--- src/include/tcact_pkg.sv ---
// Constants, layouts and states shared by the transfer controller activation logic
package tcact_pkg;
	// ==========================================
	// Register map of the plain software port
	localparam logic [3:0] TCACT_OFS_CTRL = 4'h0;
	localparam logic [3:0] TCACT_OFS_VBASE = 4'h4;
	localparam logic [3:0] TCACT_OFS_SRC_EN = 4'h8;
	// ==========================================
	// transfer_control fields
	localparam int TCACT_CTRL_ERR = 0;
	localparam int TCACT_CTRL_CHAIN_EN = 3;
	localparam int TCACT_CTRL_SKIP_EN = 4;
	localparam logic [7:0] TCACT_CTRL_WMASK = 8'h18;
	localparam logic [7:0] TCACT_CTRL_RST = 8'h00;
	// ==========================================
	// vector_base layout: only bits 27 to 12 hold state
	localparam int TCACT_VB_HI = 27;
	localparam int TCACT_VB_LO = 12;
	localparam logic [31:0] TCACT_VB_RST = 32'h00000000;
	localparam logic [15:0] TCACT_SRC_EN_RST = 16'h0000;
	// ==========================================
	// Sources and vector table entries
	localparam int TCACT_NSRC = 16;
	localparam logic [31:0] TCACT_VEC_OFS0 = 32'h00000500;
	localparam logic [31:0] TCACT_ENTRY_BYTES = 32'h00000004;
	localparam logic [31:0] TCACT_INFO_BYTES = 32'h0000000C;
	// ==========================================
	// Transfer information word 0 layout
	localparam int TCACT_W0_REPEAT = 31;
	localparam int TCACT_W0_CHAIN = 30;
	localparam int TCACT_W0_SELECT = 29;
	localparam int TCACT_W0_HI_LSB = 8;
	localparam logic [7:0] TCACT_CNT_ZERO = 8'h00;
	localparam logic [7:0] TCACT_CNT_ONE = 8'h01;
	// ==========================================
	// Sequencer states
	typedef enum logic [3:0] {
		TCACT_IDLE, TCACT_VEC, TCACT_INFO0, TCACT_INFO1, TCACT_INFO2,
		TCACT_RD, TCACT_WR, TCACT_WB
	} tcact_state_t;
endpackage : tcact_pkg

--- src/design/tcact_core.sv ---
// Control, error stop, vector base and activation sequencer of the transfer controller
// Contract
// - Repeat mode reloads low counter at zero
// - Chain enable clear: no chain at reload
// - Chain enable set: chain at reload
// - Control bits 2 and 1 read zero
// - Address error or NMI halts, sets stop
// - Stop clears by writing 0 after 1
// - Vector base register is 32 bits
// - Vector base writable only in 27..12
// - Vector base resets to zero
// - Only enabled interrupt requests start transfers
// - Transfer end clears flag or enable; a vector base write in the end cycle suppresses the flag clear
// - Read skip on same vector, unless chained
// - Enable stays when select 0, count left
// - Fetch vector entry, then transfer information
//
// Added by the designer: the placing of the registers and the address-and-strobe port.
`timescale 1ns/1ns
module tcact_core
	import tcact_pkg::*;
(
	input wire logic clk_i,
	input wire logic rst_i,
	input wire logic [3:0] reg_addr_i,
	input wire logic [31:0] reg_wdata_i,
	input wire logic reg_we_i,
	input wire logic reg_re_i,
	output logic [31:0] reg_rdata_o,
	input wire logic [15:0] irq_i,
	input wire logic nmi_i,
	output logic [15:0] cpu_irq_o,
	output logic [15:0] flag_clr_o,
	output logic bus_req_o,
	output logic bus_we_o,
	output logic [31:0] bus_addr_o,
	output logic [31:0] bus_wdata_o,
	input wire logic [31:0] bus_rdata_i,
	input wire logic bus_ack_i,
	input wire logic bus_addr_err_i
);
	// ==========================================
	// Declarations
	tcact_state_t state_q;
	logic err_q, err_armed_q, chain_en_q, skip_en_q;
	logic [15:0] vbase_q, src_en_q, cpu_irq_q, flag_clr_q;
	logic [31:0] rdata_q, addr_q, wdata_q, info_q, w0_q, sar_q, dar_q;
	logic req_q, we_q, end_q, chained_q, last_chain_q, cache_ok_q, reloaded_q;
	logic [3:0] src_q, last_src_q, pick_idx;
	logic pick_vld, abort, start, skip, chain_go, clr_en, err_clr;
	logic [7:0] low_cnt, low_dec, hi_cnt;
	logic [31:0] w0_next;

	// Entry address of one source in the vector table
	function automatic logic [31:0] entry_addr(input logic [15:0] vb, input logic [3:0] idx);
		entry_addr = {4'h0, vb, 12'h000} + TCACT_VEC_OFS0
			+ TCACT_ENTRY_BYTES * {28'h0000000, 4'(4'hF - idx)};
	endfunction : entry_addr

	// ==========================================
	// Request routing: enabled sources go to the sequencer, the rest to the CPU
	tcact_pick u_pick (
		.req_i(irq_i & src_en_q),
		.valid_o(pick_vld),
		.idx_o(pick_idx)
	);

	always_ff @(posedge clk_i or posedge rst_i)
	begin
		if (rst_i)
			cpu_irq_q <= 16'h0000;
		else
			cpu_irq_q <= irq_i & ~src_en_q;
	end

	// One idle cycle after an end gives the source time to drop its request
	assign start = (state_q == TCACT_IDLE) && pick_vld && !err_q && !end_q && !nmi_i;
	assign skip = skip_en_q && cache_ok_q && !last_chain_q && (pick_idx == last_src_q);
	assign abort = nmi_i || (req_q && bus_addr_err_i);

	// ==========================================
	// Counter update on each completed data transfer
	assign low_cnt = w0_q[7:0];
	assign hi_cnt = w0_q[TCACT_W0_HI_LSB +: 8];
	assign low_dec = low_cnt - TCACT_CNT_ONE;
	always_comb
	begin
		w0_next = w0_q;
		if (w0_q[TCACT_W0_REPEAT] && low_dec == TCACT_CNT_ZERO)
			w0_next[7:0] = hi_cnt;
		else
			w0_next[7:0] = low_dec;
	end

	// Chain after a reload only when the enable permits it
	assign chain_go = w0_q[TCACT_W0_CHAIN] && (!reloaded_q || chain_en_q);
	// Enable cleared when select is set or a normal count ran out
	assign clr_en = w0_q[TCACT_W0_SELECT]
		|| (!w0_q[TCACT_W0_REPEAT] && low_cnt == TCACT_CNT_ZERO);

	// ==========================================
	// Sequencer and system bus master
	always_ff @(posedge clk_i or posedge rst_i)
	begin
		if (rst_i)
		begin
			state_q <= TCACT_IDLE;
			req_q <= 1'b0;
			we_q <= 1'b0;
			addr_q <= 32'h00000000;
			wdata_q <= 32'h00000000;
			info_q <= 32'h00000000;
			w0_q <= 32'h00000000;
			sar_q <= 32'h00000000;
			dar_q <= 32'h00000000;
			src_q <= 4'h0;
			chained_q <= 1'b0;
			reloaded_q <= 1'b0;
		end
		else if (abort)
		begin
			state_q <= TCACT_IDLE;
			req_q <= 1'b0;
			we_q <= 1'b0;
		end
		else
		begin
			unique case (state_q)
				TCACT_IDLE:
					if (start)
					begin
						src_q <= pick_idx;
						chained_q <= 1'b0;
						req_q <= 1'b1;
						we_q <= 1'b0;
						if (skip)
						begin
							state_q <= TCACT_RD;
							addr_q <= sar_q;
						end
						else
						begin
							state_q <= TCACT_VEC;
							addr_q <= entry_addr(vbase_q, pick_idx);
						end
					end
				TCACT_VEC:
					if (bus_ack_i)
					begin
						info_q <= {bus_rdata_i[31:2], 2'b00};
						addr_q <= {bus_rdata_i[31:2], 2'b00};
						state_q <= TCACT_INFO0;
					end
				TCACT_INFO0:
					if (bus_ack_i)
					begin
						w0_q <= bus_rdata_i;
						addr_q <= info_q + 32'h00000004;
						state_q <= TCACT_INFO1;
					end
				TCACT_INFO1:
					if (bus_ack_i)
					begin
						sar_q <= bus_rdata_i;
						addr_q <= info_q + 32'h00000008;
						state_q <= TCACT_INFO2;
					end
				TCACT_INFO2:
					if (bus_ack_i)
					begin
						dar_q <= bus_rdata_i;
						addr_q <= sar_q;
						state_q <= TCACT_RD;
					end
				TCACT_RD:
					if (bus_ack_i)
					begin
						we_q <= 1'b1;
						wdata_q <= bus_rdata_i;
						addr_q <= dar_q;
						state_q <= TCACT_WR;
					end
				TCACT_WR:
					if (bus_ack_i)
					begin
						w0_q <= w0_next;
						reloaded_q <= w0_q[TCACT_W0_REPEAT] && low_dec == TCACT_CNT_ZERO;
						wdata_q <= w0_next;
						addr_q <= info_q;
						state_q <= TCACT_WB;
					end
				TCACT_WB:
					if (bus_ack_i)
					begin
						we_q <= 1'b0;
						if (chain_go)
						begin
							chained_q <= 1'b1;
							info_q <= info_q + TCACT_INFO_BYTES;
							addr_q <= info_q + TCACT_INFO_BYTES;
							state_q <= TCACT_INFO0;
						end
						else
						begin
							req_q <= 1'b0;
							state_q <= TCACT_IDLE;
						end
					end
			endcase
		end
	end

	// ==========================================
	// End of activation: source clearing and read skip bookkeeping
	always_ff @(posedge clk_i or posedge rst_i)
	begin
		if (rst_i)
		begin
			end_q <= 1'b0;
			flag_clr_q <= 16'h0000;
			last_src_q <= 4'h0;
			last_chain_q <= 1'b0;
			cache_ok_q <= 1'b0;
		end
		else
		begin
			end_q <= 1'b0;
			flag_clr_q <= 16'h0000;
			if (abort || (reg_we_i && reg_addr_i == TCACT_OFS_VBASE))
				cache_ok_q <= 1'b0;
			else if (state_q == TCACT_WB && bus_ack_i && !chain_go)
			begin
				end_q <= 1'b1;
				last_src_q <= src_q;
				last_chain_q <= chained_q;
				cache_ok_q <= 1'b1;
				if (!clr_en)
					flag_clr_q <= 16'h0001 << src_q;
			end
		end
	end

	// ==========================================
	// transfer_control: read skip and chain enables
	always_ff @(posedge clk_i or posedge rst_i)
	begin
		if (rst_i)
		begin
			chain_en_q <= TCACT_CTRL_RST[TCACT_CTRL_CHAIN_EN];
			skip_en_q <= TCACT_CTRL_RST[TCACT_CTRL_SKIP_EN];
		end
		else if (reg_we_i && reg_addr_i == TCACT_OFS_CTRL)
		begin
			chain_en_q <= reg_wdata_i[TCACT_CTRL_CHAIN_EN];
			skip_en_q <= reg_wdata_i[TCACT_CTRL_SKIP_EN];
		end
	end

	// Stop flag: a new error wins over a clear in the same cycle
	assign err_clr = reg_we_i && reg_addr_i == TCACT_OFS_CTRL
		&& err_armed_q && !reg_wdata_i[TCACT_CTRL_ERR];
	always_ff @(posedge clk_i or posedge rst_i)
	begin
		if (rst_i)
		begin
			err_q <= TCACT_CTRL_RST[TCACT_CTRL_ERR];
			err_armed_q <= 1'b0;
		end
		else
		begin
			if (abort)
				err_q <= 1'b1;
			else if (err_clr)
				err_q <= 1'b0;
			if (reg_re_i && reg_addr_i == TCACT_OFS_CTRL && err_q)
				err_armed_q <= 1'b1;
			else if (err_clr || (reg_we_i && reg_addr_i == TCACT_OFS_CTRL))
				err_armed_q <= 1'b0;
		end
	end

	// ==========================================
	// vector_base and source_enable_bits
	always_ff @(posedge clk_i or posedge rst_i)
	begin
		if (rst_i)
			vbase_q <= TCACT_VB_RST[TCACT_VB_HI:TCACT_VB_LO];
		else if (reg_we_i && reg_addr_i == TCACT_OFS_VBASE)
			vbase_q <= reg_wdata_i[TCACT_VB_HI:TCACT_VB_LO];
	end

	// Hardware clear follows the software write, so the end is never lost
	always_ff @(posedge clk_i or posedge rst_i)
	begin
		if (rst_i)
			src_en_q <= TCACT_SRC_EN_RST;
		else
		begin
			if (state_q == TCACT_WB && bus_ack_i && !chain_go && !abort && clr_en)
				src_en_q <= (reg_we_i && reg_addr_i == TCACT_OFS_SRC_EN ?
					reg_wdata_i[15:0] : src_en_q) & ~(16'h0001 << src_q);
			else if (reg_we_i && reg_addr_i == TCACT_OFS_SRC_EN)
				src_en_q <= reg_wdata_i[15:0];
		end
	end

	// ==========================================
	// Read data, valid only in the cycle after the strobe
	always_ff @(posedge clk_i or posedge rst_i)
	begin
		if (rst_i)
			rdata_q <= 32'h00000000;
		else if (reg_re_i)
			unique case (reg_addr_i)
				TCACT_OFS_CTRL: rdata_q <= {27'h0000000, skip_en_q, chain_en_q, 2'b00, err_q};
				TCACT_OFS_VBASE: rdata_q <= {4'h0, vbase_q, 12'h000};
				TCACT_OFS_SRC_EN: rdata_q <= {16'h0000, src_en_q};
				default: rdata_q <= 32'h00000000;
			endcase
		else
			rdata_q <= 32'h00000000;
	end

	assign reg_rdata_o = rdata_q;
	assign cpu_irq_o = cpu_irq_q;
	assign flag_clr_o = flag_clr_q;
	assign bus_req_o = req_q;
	assign bus_we_o = we_q;
	assign bus_addr_o = addr_q;
	assign bus_wdata_o = wdata_q;
endmodule : tcact_core

--- src/design/tcact_pick.sv ---
// Fixed priority picker over the activation requests
`timescale 1ns/1ns
module tcact_pick
	import tcact_pkg::*;
(
	input wire logic [15:0] req_i,
	output logic valid_o,
	output logic [3:0] idx_o
);
	// ==========================================
	// Highest index wins; later hits override earlier ones
	always_comb
	begin
		valid_o = 1'b0;
		idx_o = 4'h0;
		for (int i = 0; i < TCACT_NSRC; i++)
		begin
			if (req_i[i])
			begin
				valid_o = 1'b1;
				idx_o = 4'(i);
			end
		end
	end
endmodule : tcact_pick

--- config.mk ---
export PLATFORM = sky130hd
export DESIGN_NAME = tcact_core
export DESIGN_NICKNAME = d
export VERILOG_FILES = /design/src/include/tcact_pkg.sv /design/src/design/tcact_core.sv /design/src/design/tcact_pick.sv
export SDC_FILE = /design/constraint.sdc
export NUM_CORES = 1
export LEC_CHECK = 0
export ABC_AREA = 1
export BUFFER_PORTS_ARGS = -buffer_cell sky130_fd_sc_hd__buf_4
export CAP_MARGIN = 20
export CORE_ASPECT_RATIO = 1.2
export CORE_MARGIN = 2
export CORE_UTILIZATION = 45
export DETAILED_ROUTE_END_ITERATION = 12
export PLACE_DENSITY = 0.74
export RECOVER_POWER = 100
export SYNTH_ARGS = -nofsm -noshare
export SYNTH_HDL_FRONTEND = slang
export SYNTH_SLANG_ARGS = --single-unit
--- constraint.sdc ---
create_clock -name clk_i -period 13.2 [get_ports clk_i]
set_clock_uncertainty 0.05 [all_clocks]
set_input_delay 1.32 -clock clk_i [delete_from_list [all_inputs] [get_ports clk_i]]
set_output_delay 1.32 -clock clk_i [all_outputs]
set_load 0.005 [all_outputs]
# Word-level counts from Yosys, hierarchy flattened
# Index checks and enable logic that the tools add are counted.
# word_totals
register_bits,311
output_inout_bits,130
input_bits,91
# op_classes
shift,1
bitwise,8
reduce_logical,63
eq_ne,28
addsub,7
mux,89
# op_table
operator,count
$mux W32,13
$pmux W32 S8,1
$pmux W32 S2,3
$pmux W28 S3,1
$mux W16,5
$mux W4,17
$add A32 B4 Y32 const B,2
$and A16 B16 Y16,3
$mux W1,35
$add A32 B3 Y32 const B,1
$not A16 Y16,2
$pmux W4 S8,1
$add A29 B6 Y30,1
$add A28 B11 Y29 const B,1
$ne A3 B3 Y1 const B,9
$logic_and A1 B1 Y1,22
$eq A4 B3 Y1 const B,5
$reduce_and A4 Y1,5
$ne A2 B2 Y1 const B,9
$logic_not A8 Y1,2
$mux W8,2
$shl A1 B4 Y16 const A,1
$mux W3,5
$reduce_bool A2 Y1,7
20 further kinds,43

# Logic depth before layout (Yosys ltp)
# Gate-level depths: netlist of the first run.
# logic_depth
word_depth,24
depth_mapped,23
ltp_nobuf,22

# By module
# Synthesis of the first run repeated with hierarchy kept, for this count alone.
# hier_totals
cells_unflattened,2155
hier_area_um2,16059.2
# by_module_without_submodules
mod,cells_each,instances,area_each_um2
tcact_core,2107,1,15854.0
tcact_pick,48,1,205.2

# Least setup slack after synthesis of the first run
# Ideal clock, no wire load.
# synth_path
path_kind,input-to-reg
from,in bus_addr_err_i
to,reg w0_q[13]
required_time_ps,13025
setup_slack_ps,10156
arrival_ps,2869
cell_stages,6
path_buffers,2
cell_sequence,a21oi_2 nand2_1 clkbuf_1 nor2_1 buf_2 mux2_2
# synth_via
elab_chain_cells,4
# synth_lines
element,line,rtl
"start, declared",tcact_core.sv:40,input wire logic bus_addr_err_i
$logic_and A1 B1 Y1,tcact_core.sv:79,assign abort = nmi_i || (req_q && bus_addr_err_i);
$logic_or A1 B1 Y1,tcact_core.sv:79,
$not A1 Y1 (no source line),n/a,
$reduce_and A4 Y1 (no source line),n/a,
"end signal, assigned",tcact_core.sv:157,w0_q <= bus_rdata_i;
"end signal, assigned",tcact_core.sv:186,w0_q <= w0_next;
"end, declared",tcact_core.sv:47,"logic [31:0] rdata_q, addr_q, wdata_q, info_q, w0_q, sar_q, dar_q;"
# Every way passes these cells.
# A chain may end at the register's enable or synchronous reset.

==> results of run 1 <==
final cells by class:
cell class | instances | area [um2] | area share, %
Inverter | 267 | 1000 | 5.43
Timing Repair Buffer | 226 | 1530 | 8.30
Tap cell | 456 | 571 | 3.09
Sequential cell | 304 | 7610 | 41.2
Multi-Input combinational cell | 1286 | 6620 | 35.8
Clock inverter | 11 | 193 | 1.04
Clock buffer | 43 | 946 | 5.12
critical path: cells and delay by family:
family,cells,cell delay (ns)
buf+inv,4,5.39
kinds of logic (layout without fill, tap and decap cells):
| logic type | Yosys count | in the layout | share of synthesized area (%) |
|---|---|---|---|
| buf+inv | 355 | 547 | 8.89 |
| other cells | 1 | 4 | 0.0240 |
| fa+ha+maj | 7 | 7 | 0.559 |
| compound gates | 436 | 436 | 16.4 |
| mux | 39 | 39 | 2.81 |
| simple gates | 792 | 792 | 22.3 |
| flops | 304 | 304 | 48.6 |
| xor+xnor | 8 | 8 | 0.448 |
cells in the mapped netlist, types with 2 or more instances:
master,instances
a211oi_1,4
a21boi_1,7
a21oi_1,93
a21oi_2,3
a221oi_1,20
a22oi_1,23
a2bb2oi_1,3
a311oi_1,2
a31oi_1,31
buf_1,5
buf_2,19
buf_4,5
buf_6,2
clkbuf_1,56
clkinv_1,4
dfrtp_1,304
ha_1,7
inv_1,241
inv_2,22
mux2_1,6
mux2_2,33
nand2_1,363
nand3_1,81
nand4_1,31
nor2_1,222
nor2_2,6
nor2_4,5
nor2_8,2
nor3_1,27
nor3_2,6
nor4_1,6
nor4_2,3
o2111ai_1,11
o211ai_1,5
o21a_1,5
o21ai_0,174
o21ai_1,13
o221ai_1,6
o22ai_1,26
o311ai_0,2
o31ai_1,2
or2_1,23
or2_2,10
xnor2_1,2
xor2_1,6
layer usage:
metal,share of wire (%),wire (um),up-vias
met1,39,20100,7028
met3,5.2,2640,147
met4,6.2,3150,0
met2,49,25200,525
met5,0,0,-
li1,-,-,6773
registers in the layout, summed over array words and instances (netlist names), 3 cells and up:
register / cells
bus_addr_o: 32
bus_wdata_o: 32
cpu_irq_o: 16
dar_q: 32
flag_clr_o: 16
info_q: 30
last_src_q: 4
reg_rdata_o: 28
sar_q: 32
src_en_q: 16
src_q: 4
state_q: 3
vbase_q: 16
w0_q: 32
worst paths after layout:
check                                       start  cells after the start  slack (ns)                    endpoint
max                                         rst_i                      4        6.61        w0_q[28]$_DFFE_PP0P_
min                         src_en_q[0]$_DFF_PP0_                      1        0.41      cpu_irq_o[0]$_DFF_PP0_
max reg2reg                state_q[1]$_DFFE_PP0P_                     10        7.44  bus_wdata_o[7]$_DFFE_PP0P_
min reg2reg                 src_en_q[0]$_DFF_PP0_                      1        0.41      cpu_irq_o[0]$_DFF_PP0_
max in group clk_i         state_q[1]$_DFFE_PP0P_                     10        7.44  bus_wdata_o[7]$_DFFE_PP0P_
min in group asynchronous                   rst_i                      2        1.97   reg_rdata_o[23]$_DFF_PP0_
power by group through the flow:
stage | sequential [mW] | clock, mW | combinational (mW)
2_1_floorplan | 1.45 | 0 | 1.00
3_3_place_gp | 1.51 | 0 | 1.50
3_5_place_dp | 1.52 | 0 | 1.53
4_1_cts | 1.51 | 1.01 | 1.54
5_1_grt | 1.55 | 1.04 | 1.67
6_report | 1.51 | 0.996 | 1.50
through the flow:
step                util [%]  cell area, um2  setup slack, ns
global route            54.1           18500             5.47
CTS                     54.8           18700             9.44
global placement        51.5           17600             8.99
floorplan                  -           15700             3.43
finish                  54.1           18500             6.61
detailed placement      51.5           17600             8.94
==> impl_metrics.ini, run 1 <==
[status]
status = finished with violations
violations = capacitance limit, slew limit

[synth]
synth_area_leader_cell = dfrtp_1
yosysUniqueCellTypes = 60
synth_top_cell_area_share_pct = 48.6
syn_inst = 1942
avgSynthCellArea_um2 = 8.06
synthFlopType = dfrtp_1
synth_async_sr_flop_share_pct = 100
ys_ff_latch = 304
synth-edff-count = 0
synth_area_um2 = 15700
synth_warnings = 0
synth_seq_area_share_pct = 48.6
synth_area_leaders = dfrtp_1 49%, nand2_1 8.7%, inv_1 5.8%

[pwr]
p_clk_share_pct = 24.8
p_leak_nw = 8.62
p_switching_mw = 1.57
powerDensity_nw_per_um2 = 217
pwr-share-comb_pct = 37.5
pwr-share-seq_pct = 37.7
irDropWorstVdd_mv = 0.0955
p_total_mw = 4.01
switching_share_pct = 39.3
p_int_mw = 2.44

[finish]
drive_above_1_share_pct = 14.6
area_delta_synth_final_pct = 18.0
final_cell_mix = 363 x nand2_1, 304 x dfrtp_1, 247 x inv_1
final_common_cell = nand2_1
final_cell_count_no_fill = 2593
nFillCells = 3197
layout.nets = 2217
antenna_cells = 0

[die]
die_y_um = 208
core_um2 = 34200
rows = 74
die_area_um2 = 36300
die_w_um = 174
start_util_pct = 45.8
io_pins = 221

[grt]
grt_pass1_wl_um = 79700
grt_use_met2_pct = 47.4
grt.met1_usage_pct = 34.5
grt_overflow = 0
top_usage_layer = met2
grt_util_all_layers_pct = 28.0
grt_pass1_vias = 14368
grtUsageMet3_pct = 3.60
antenna_found_initial = 0
grt_start_max_net_pins = 150

[flow_run]
maxCapViolCount = 9

[sta]
slew_headroom_pct = -175
setup_viol = 0
hold_viol = 0
rsz0062_at_grt = no
drv_slew = 406
hold_slack_ns = 0.410
period_share_pct = 49.9
worst_slew_pin_slew_ns = 4.10
timing.setup.tns_ns = 0
max_clock_freq_mhz = 152
fin_crit_ns = 6.59

[cts]
cts.sinks = 304
hold_buffers = 0
clk_latency_ns = 0.53
post_cts_buffers = 0
ctsResizeCount = 0
tritoncts = done
cts_buffer_depth = 3
clock-root-buffer = clkbuf_16
path_clk_slew_ns = 0.06
htreeDepth = 2
cts_buffers = 34

[drt]
num_vias = 14473
final_antenna_net_count = 0
routed_via_density = 5.58
drc = 0
wire_per_inst_um = 19.7
drt_iter0_drc = 1317
first_pass_iters = 5
routed_wl_um = 51100

[setup_path]
path_cells = clkbuf_4 -> clkinvlp_2 -> clkbuf_1 -> buf_12
slowest_delay_ns = 2.49
cp-start-kind = input port
setup.worst_path.class = input port to async pin
critical_path.max_fanout = 149
end_kind = async pin
slowest_stage = clkbuf_1
crit_required_ns = 13.65
cp.arrival_ns = 7.04

[place]
dp_cells = 2539
gp_congestion = 0.948
hpwl_um = 36200
numPortBuffers = 212

[hold_path]
hp-class = register to register
(Power assumes the default switching activity.)
==> inputs of run 2 (changes only) <==
Settings changed: ABC_AREA 1 to 0.
Clock period 13.2 ns to 6.2 ns, I/O delays scaled along.
==> impl_metrics.ini, run 2 <==
[status]
status = finished with violations
violations = capacitance limit, slew limit

[synth]
yosysMostFrequentCell = dfrtp_1
yosysUniqueCellTypes = 96
synth-edff-count = 0
synth_warnings = 0
synth_seq_area_share_pct = 47.6
synth_top_cell_area_share_pct = 47.6
syn_inst = 1600
synthFlopType = dfrtp_1
ys_ff_latch = 304
synthTopCellsByCount = 304 x dfrtp_1, 166 x nand2_1, 131 x o21ai_0
synth_async_sr_flop_share_pct = 100
synth_area_um2 = 16000
synth_area_leaders = dfrtp_1 48%, mux2_2 6.8%, mux2i_1 4.5%
avgSynthCellArea_um2 = 10.0
synth_area_leader_cell = dfrtp_1

[drt]
first_pass_iters = 5
routed_wl_um = 49400
routed_via_density = 6.04
drt_iter0_drc = 1167
final_antenna_net_count = 0
drc = 0
num_vias = 13509
wire_per_inst_um = 22.1

[sta]
fin_crit_ns = 4.75
max_clock_freq_mhz = 211
slew_headroom_pct = -84.2
hold_slack_ns = 0.227
worst_slew_pin_slew_ns = 2.76
rsz0062_at_grt = no
setup_viol = 0
timing.setup.tns_ns = 0
period_share_pct = 76.6
hold_viol = 0
drv_slew = 312

[die]
die_y_um = 211
core_um2 = 35000
die_area_um2 = 37100
io_pins = 221
start_util_pct = 45.7
rows = 75
die_w_um = 176

[place]
dpl_cell_area_um2 = 17900
gp_congestion = 0.967
hpwl_um = 34700
numPortBuffers = 212

[setup_path]
slowest_delay_ns = 1.53
crit_required_ns = 6.66
critPathTopFamily = buffers and inverters
cp.arrival_ns = 5.21
slowest_stage = clkbuf_1
worst-path-stages = 7
critical_path.max_fanout = 39
path_cells = nand3_1 -> clkbuf_1 -> nor2_1 -> a211o_1 -> buf_4 -> nor2_1 -> a221o_1
reg2reg_depth = 7
path_buf_inv = 2
cp-start-kind = register
crit_top_cell = nor2_1
end_kind = register
setup.worst_path.class = register to register

[grt]
grt_pass1_wl_um = 76600
antenna_found_initial = 0
grt_start_max_net_pins = 142
grt_pass1_vias = 13163
grt_util_all_layers_pct = 26.4
grt_overflow = 0

[finish]
antenna_cells = 0
finish.instance_area_um2 = 18600
final_cell_mix = 304 x dfrtp_1, 167 x nand2_1, 132 x o21ai_0
layout.nets = 1853
drive_above_1_share_pct = 20.7
area_delta_synth_final_pct = 16.0
final_common_cell = dfrtp_1

[cts]
ctsResizeCount = 0
tritoncts = done
cts.sinks = 304
path_clk_slew_ns = 0.06
post_cts_buffers = 0
hold_buffers = 0
cts_buffers = 31
htreeDepth = 1
clock-root-buffer = clkbuf_16
clk_latency_ns = 0.58
cts_buffer_depth = 3

[hold_path]
hp-class = input port to register
holdPathStages = 2

[flow_run]
maxCapViolCount = 6

[pwr]
powerDensity_nw_per_um2 = 262
p_leak_nw = 8.34
irDropWorstVdd_mv = 0.209
p_total_mw = 4.87
==> run 2: path summary, 6_finish.rpt <==
path / start / to / slack, ns
worst max register to register: state_q[2]$_DFFE_PP0P_ / bus_addr_o[5]$_DFFE_PP0P_ / 1.45
worst max-delay path: state_q[2]$_DFFE_PP0P_ / bus_addr_o[5]$_DFFE_PP0P_ / 1.45
worst min register to register: src_en_q[1]$_DFF_PP0_ / cpu_irq_o[1]$_DFF_PP0_ / 0.42
max in group asynchronous: rst_i / sar_q[25]$_DFFE_PP0P_ / 2.53
worst min-delay path: reg_wdata_i[17] / vbase_q[5]$_DFFE_PP0P_ / 0.23
min in group asynchronous: rst_i / flag_clr_o[12]$_DFF_PP0_ / 0.56
==> run 2: final cells by class <==
cell class / instances / area [um2]
clock inverters: 7 / 40.0
flip-flops and latches: 304 / 7610
inverters: 27 / 103
repair buffers: 238 / 1660
fillers: 3181 / 16400
well taps: 462 / 578
clock buffers: 45 / 898
multi-input cells: 1153 / 7670
==> run 2: logic make-up after synthesis <==
kind of cell / Yosys count / share of synthesized area [%]
AO/OA/AOI/OAI: 441 / 18.1
XOR/XNOR: 18 / 0.986
adder cells (fa/ha/maj): 7 / 0.548
buffers and inverters: 146 / 4.24
flip-flops: 304 / 47.6
multiplexers: 190 / 13.3
other: 1 / 0.0234
AND/OR/NAND/NOR: 493 / 15.2
==> run 2: routing by layer <==
| layer | global-route usage, % | part of all wire [%] | up-vias |
|---|---|---|---|
| met3 | 3.93 | 7.1 | 110 |
| met4 | 10.4 | 3.7 | 0 |
| met1 | 35.6 | 42 | 6665 |
| met2 | 43.0 | 47 | 573 |
| li1 | - | - | 6161 |
| met5 | 0 | 0 | - |
==> run 2: through the flow <==
stage	std cells	setup WS (ns)	utilization, %
6_report	2236	1.45	53.0
5_1_grt	2236	1.28	53.0
4_1_cts	2233	2.64	53.7
3_5_place_dp	2181	2.67	51.0
3_3_place_gp	2179	2.73	50.9
2_1_floorplan	1603	1.49	-
==> run 2: power by group <==
part           internal [mW]  switching [mW]  total (mW)
sequential              2.15           0.248        2.40
clock                  0.992           0.777        1.77
combinational          0.310           0.387       0.697
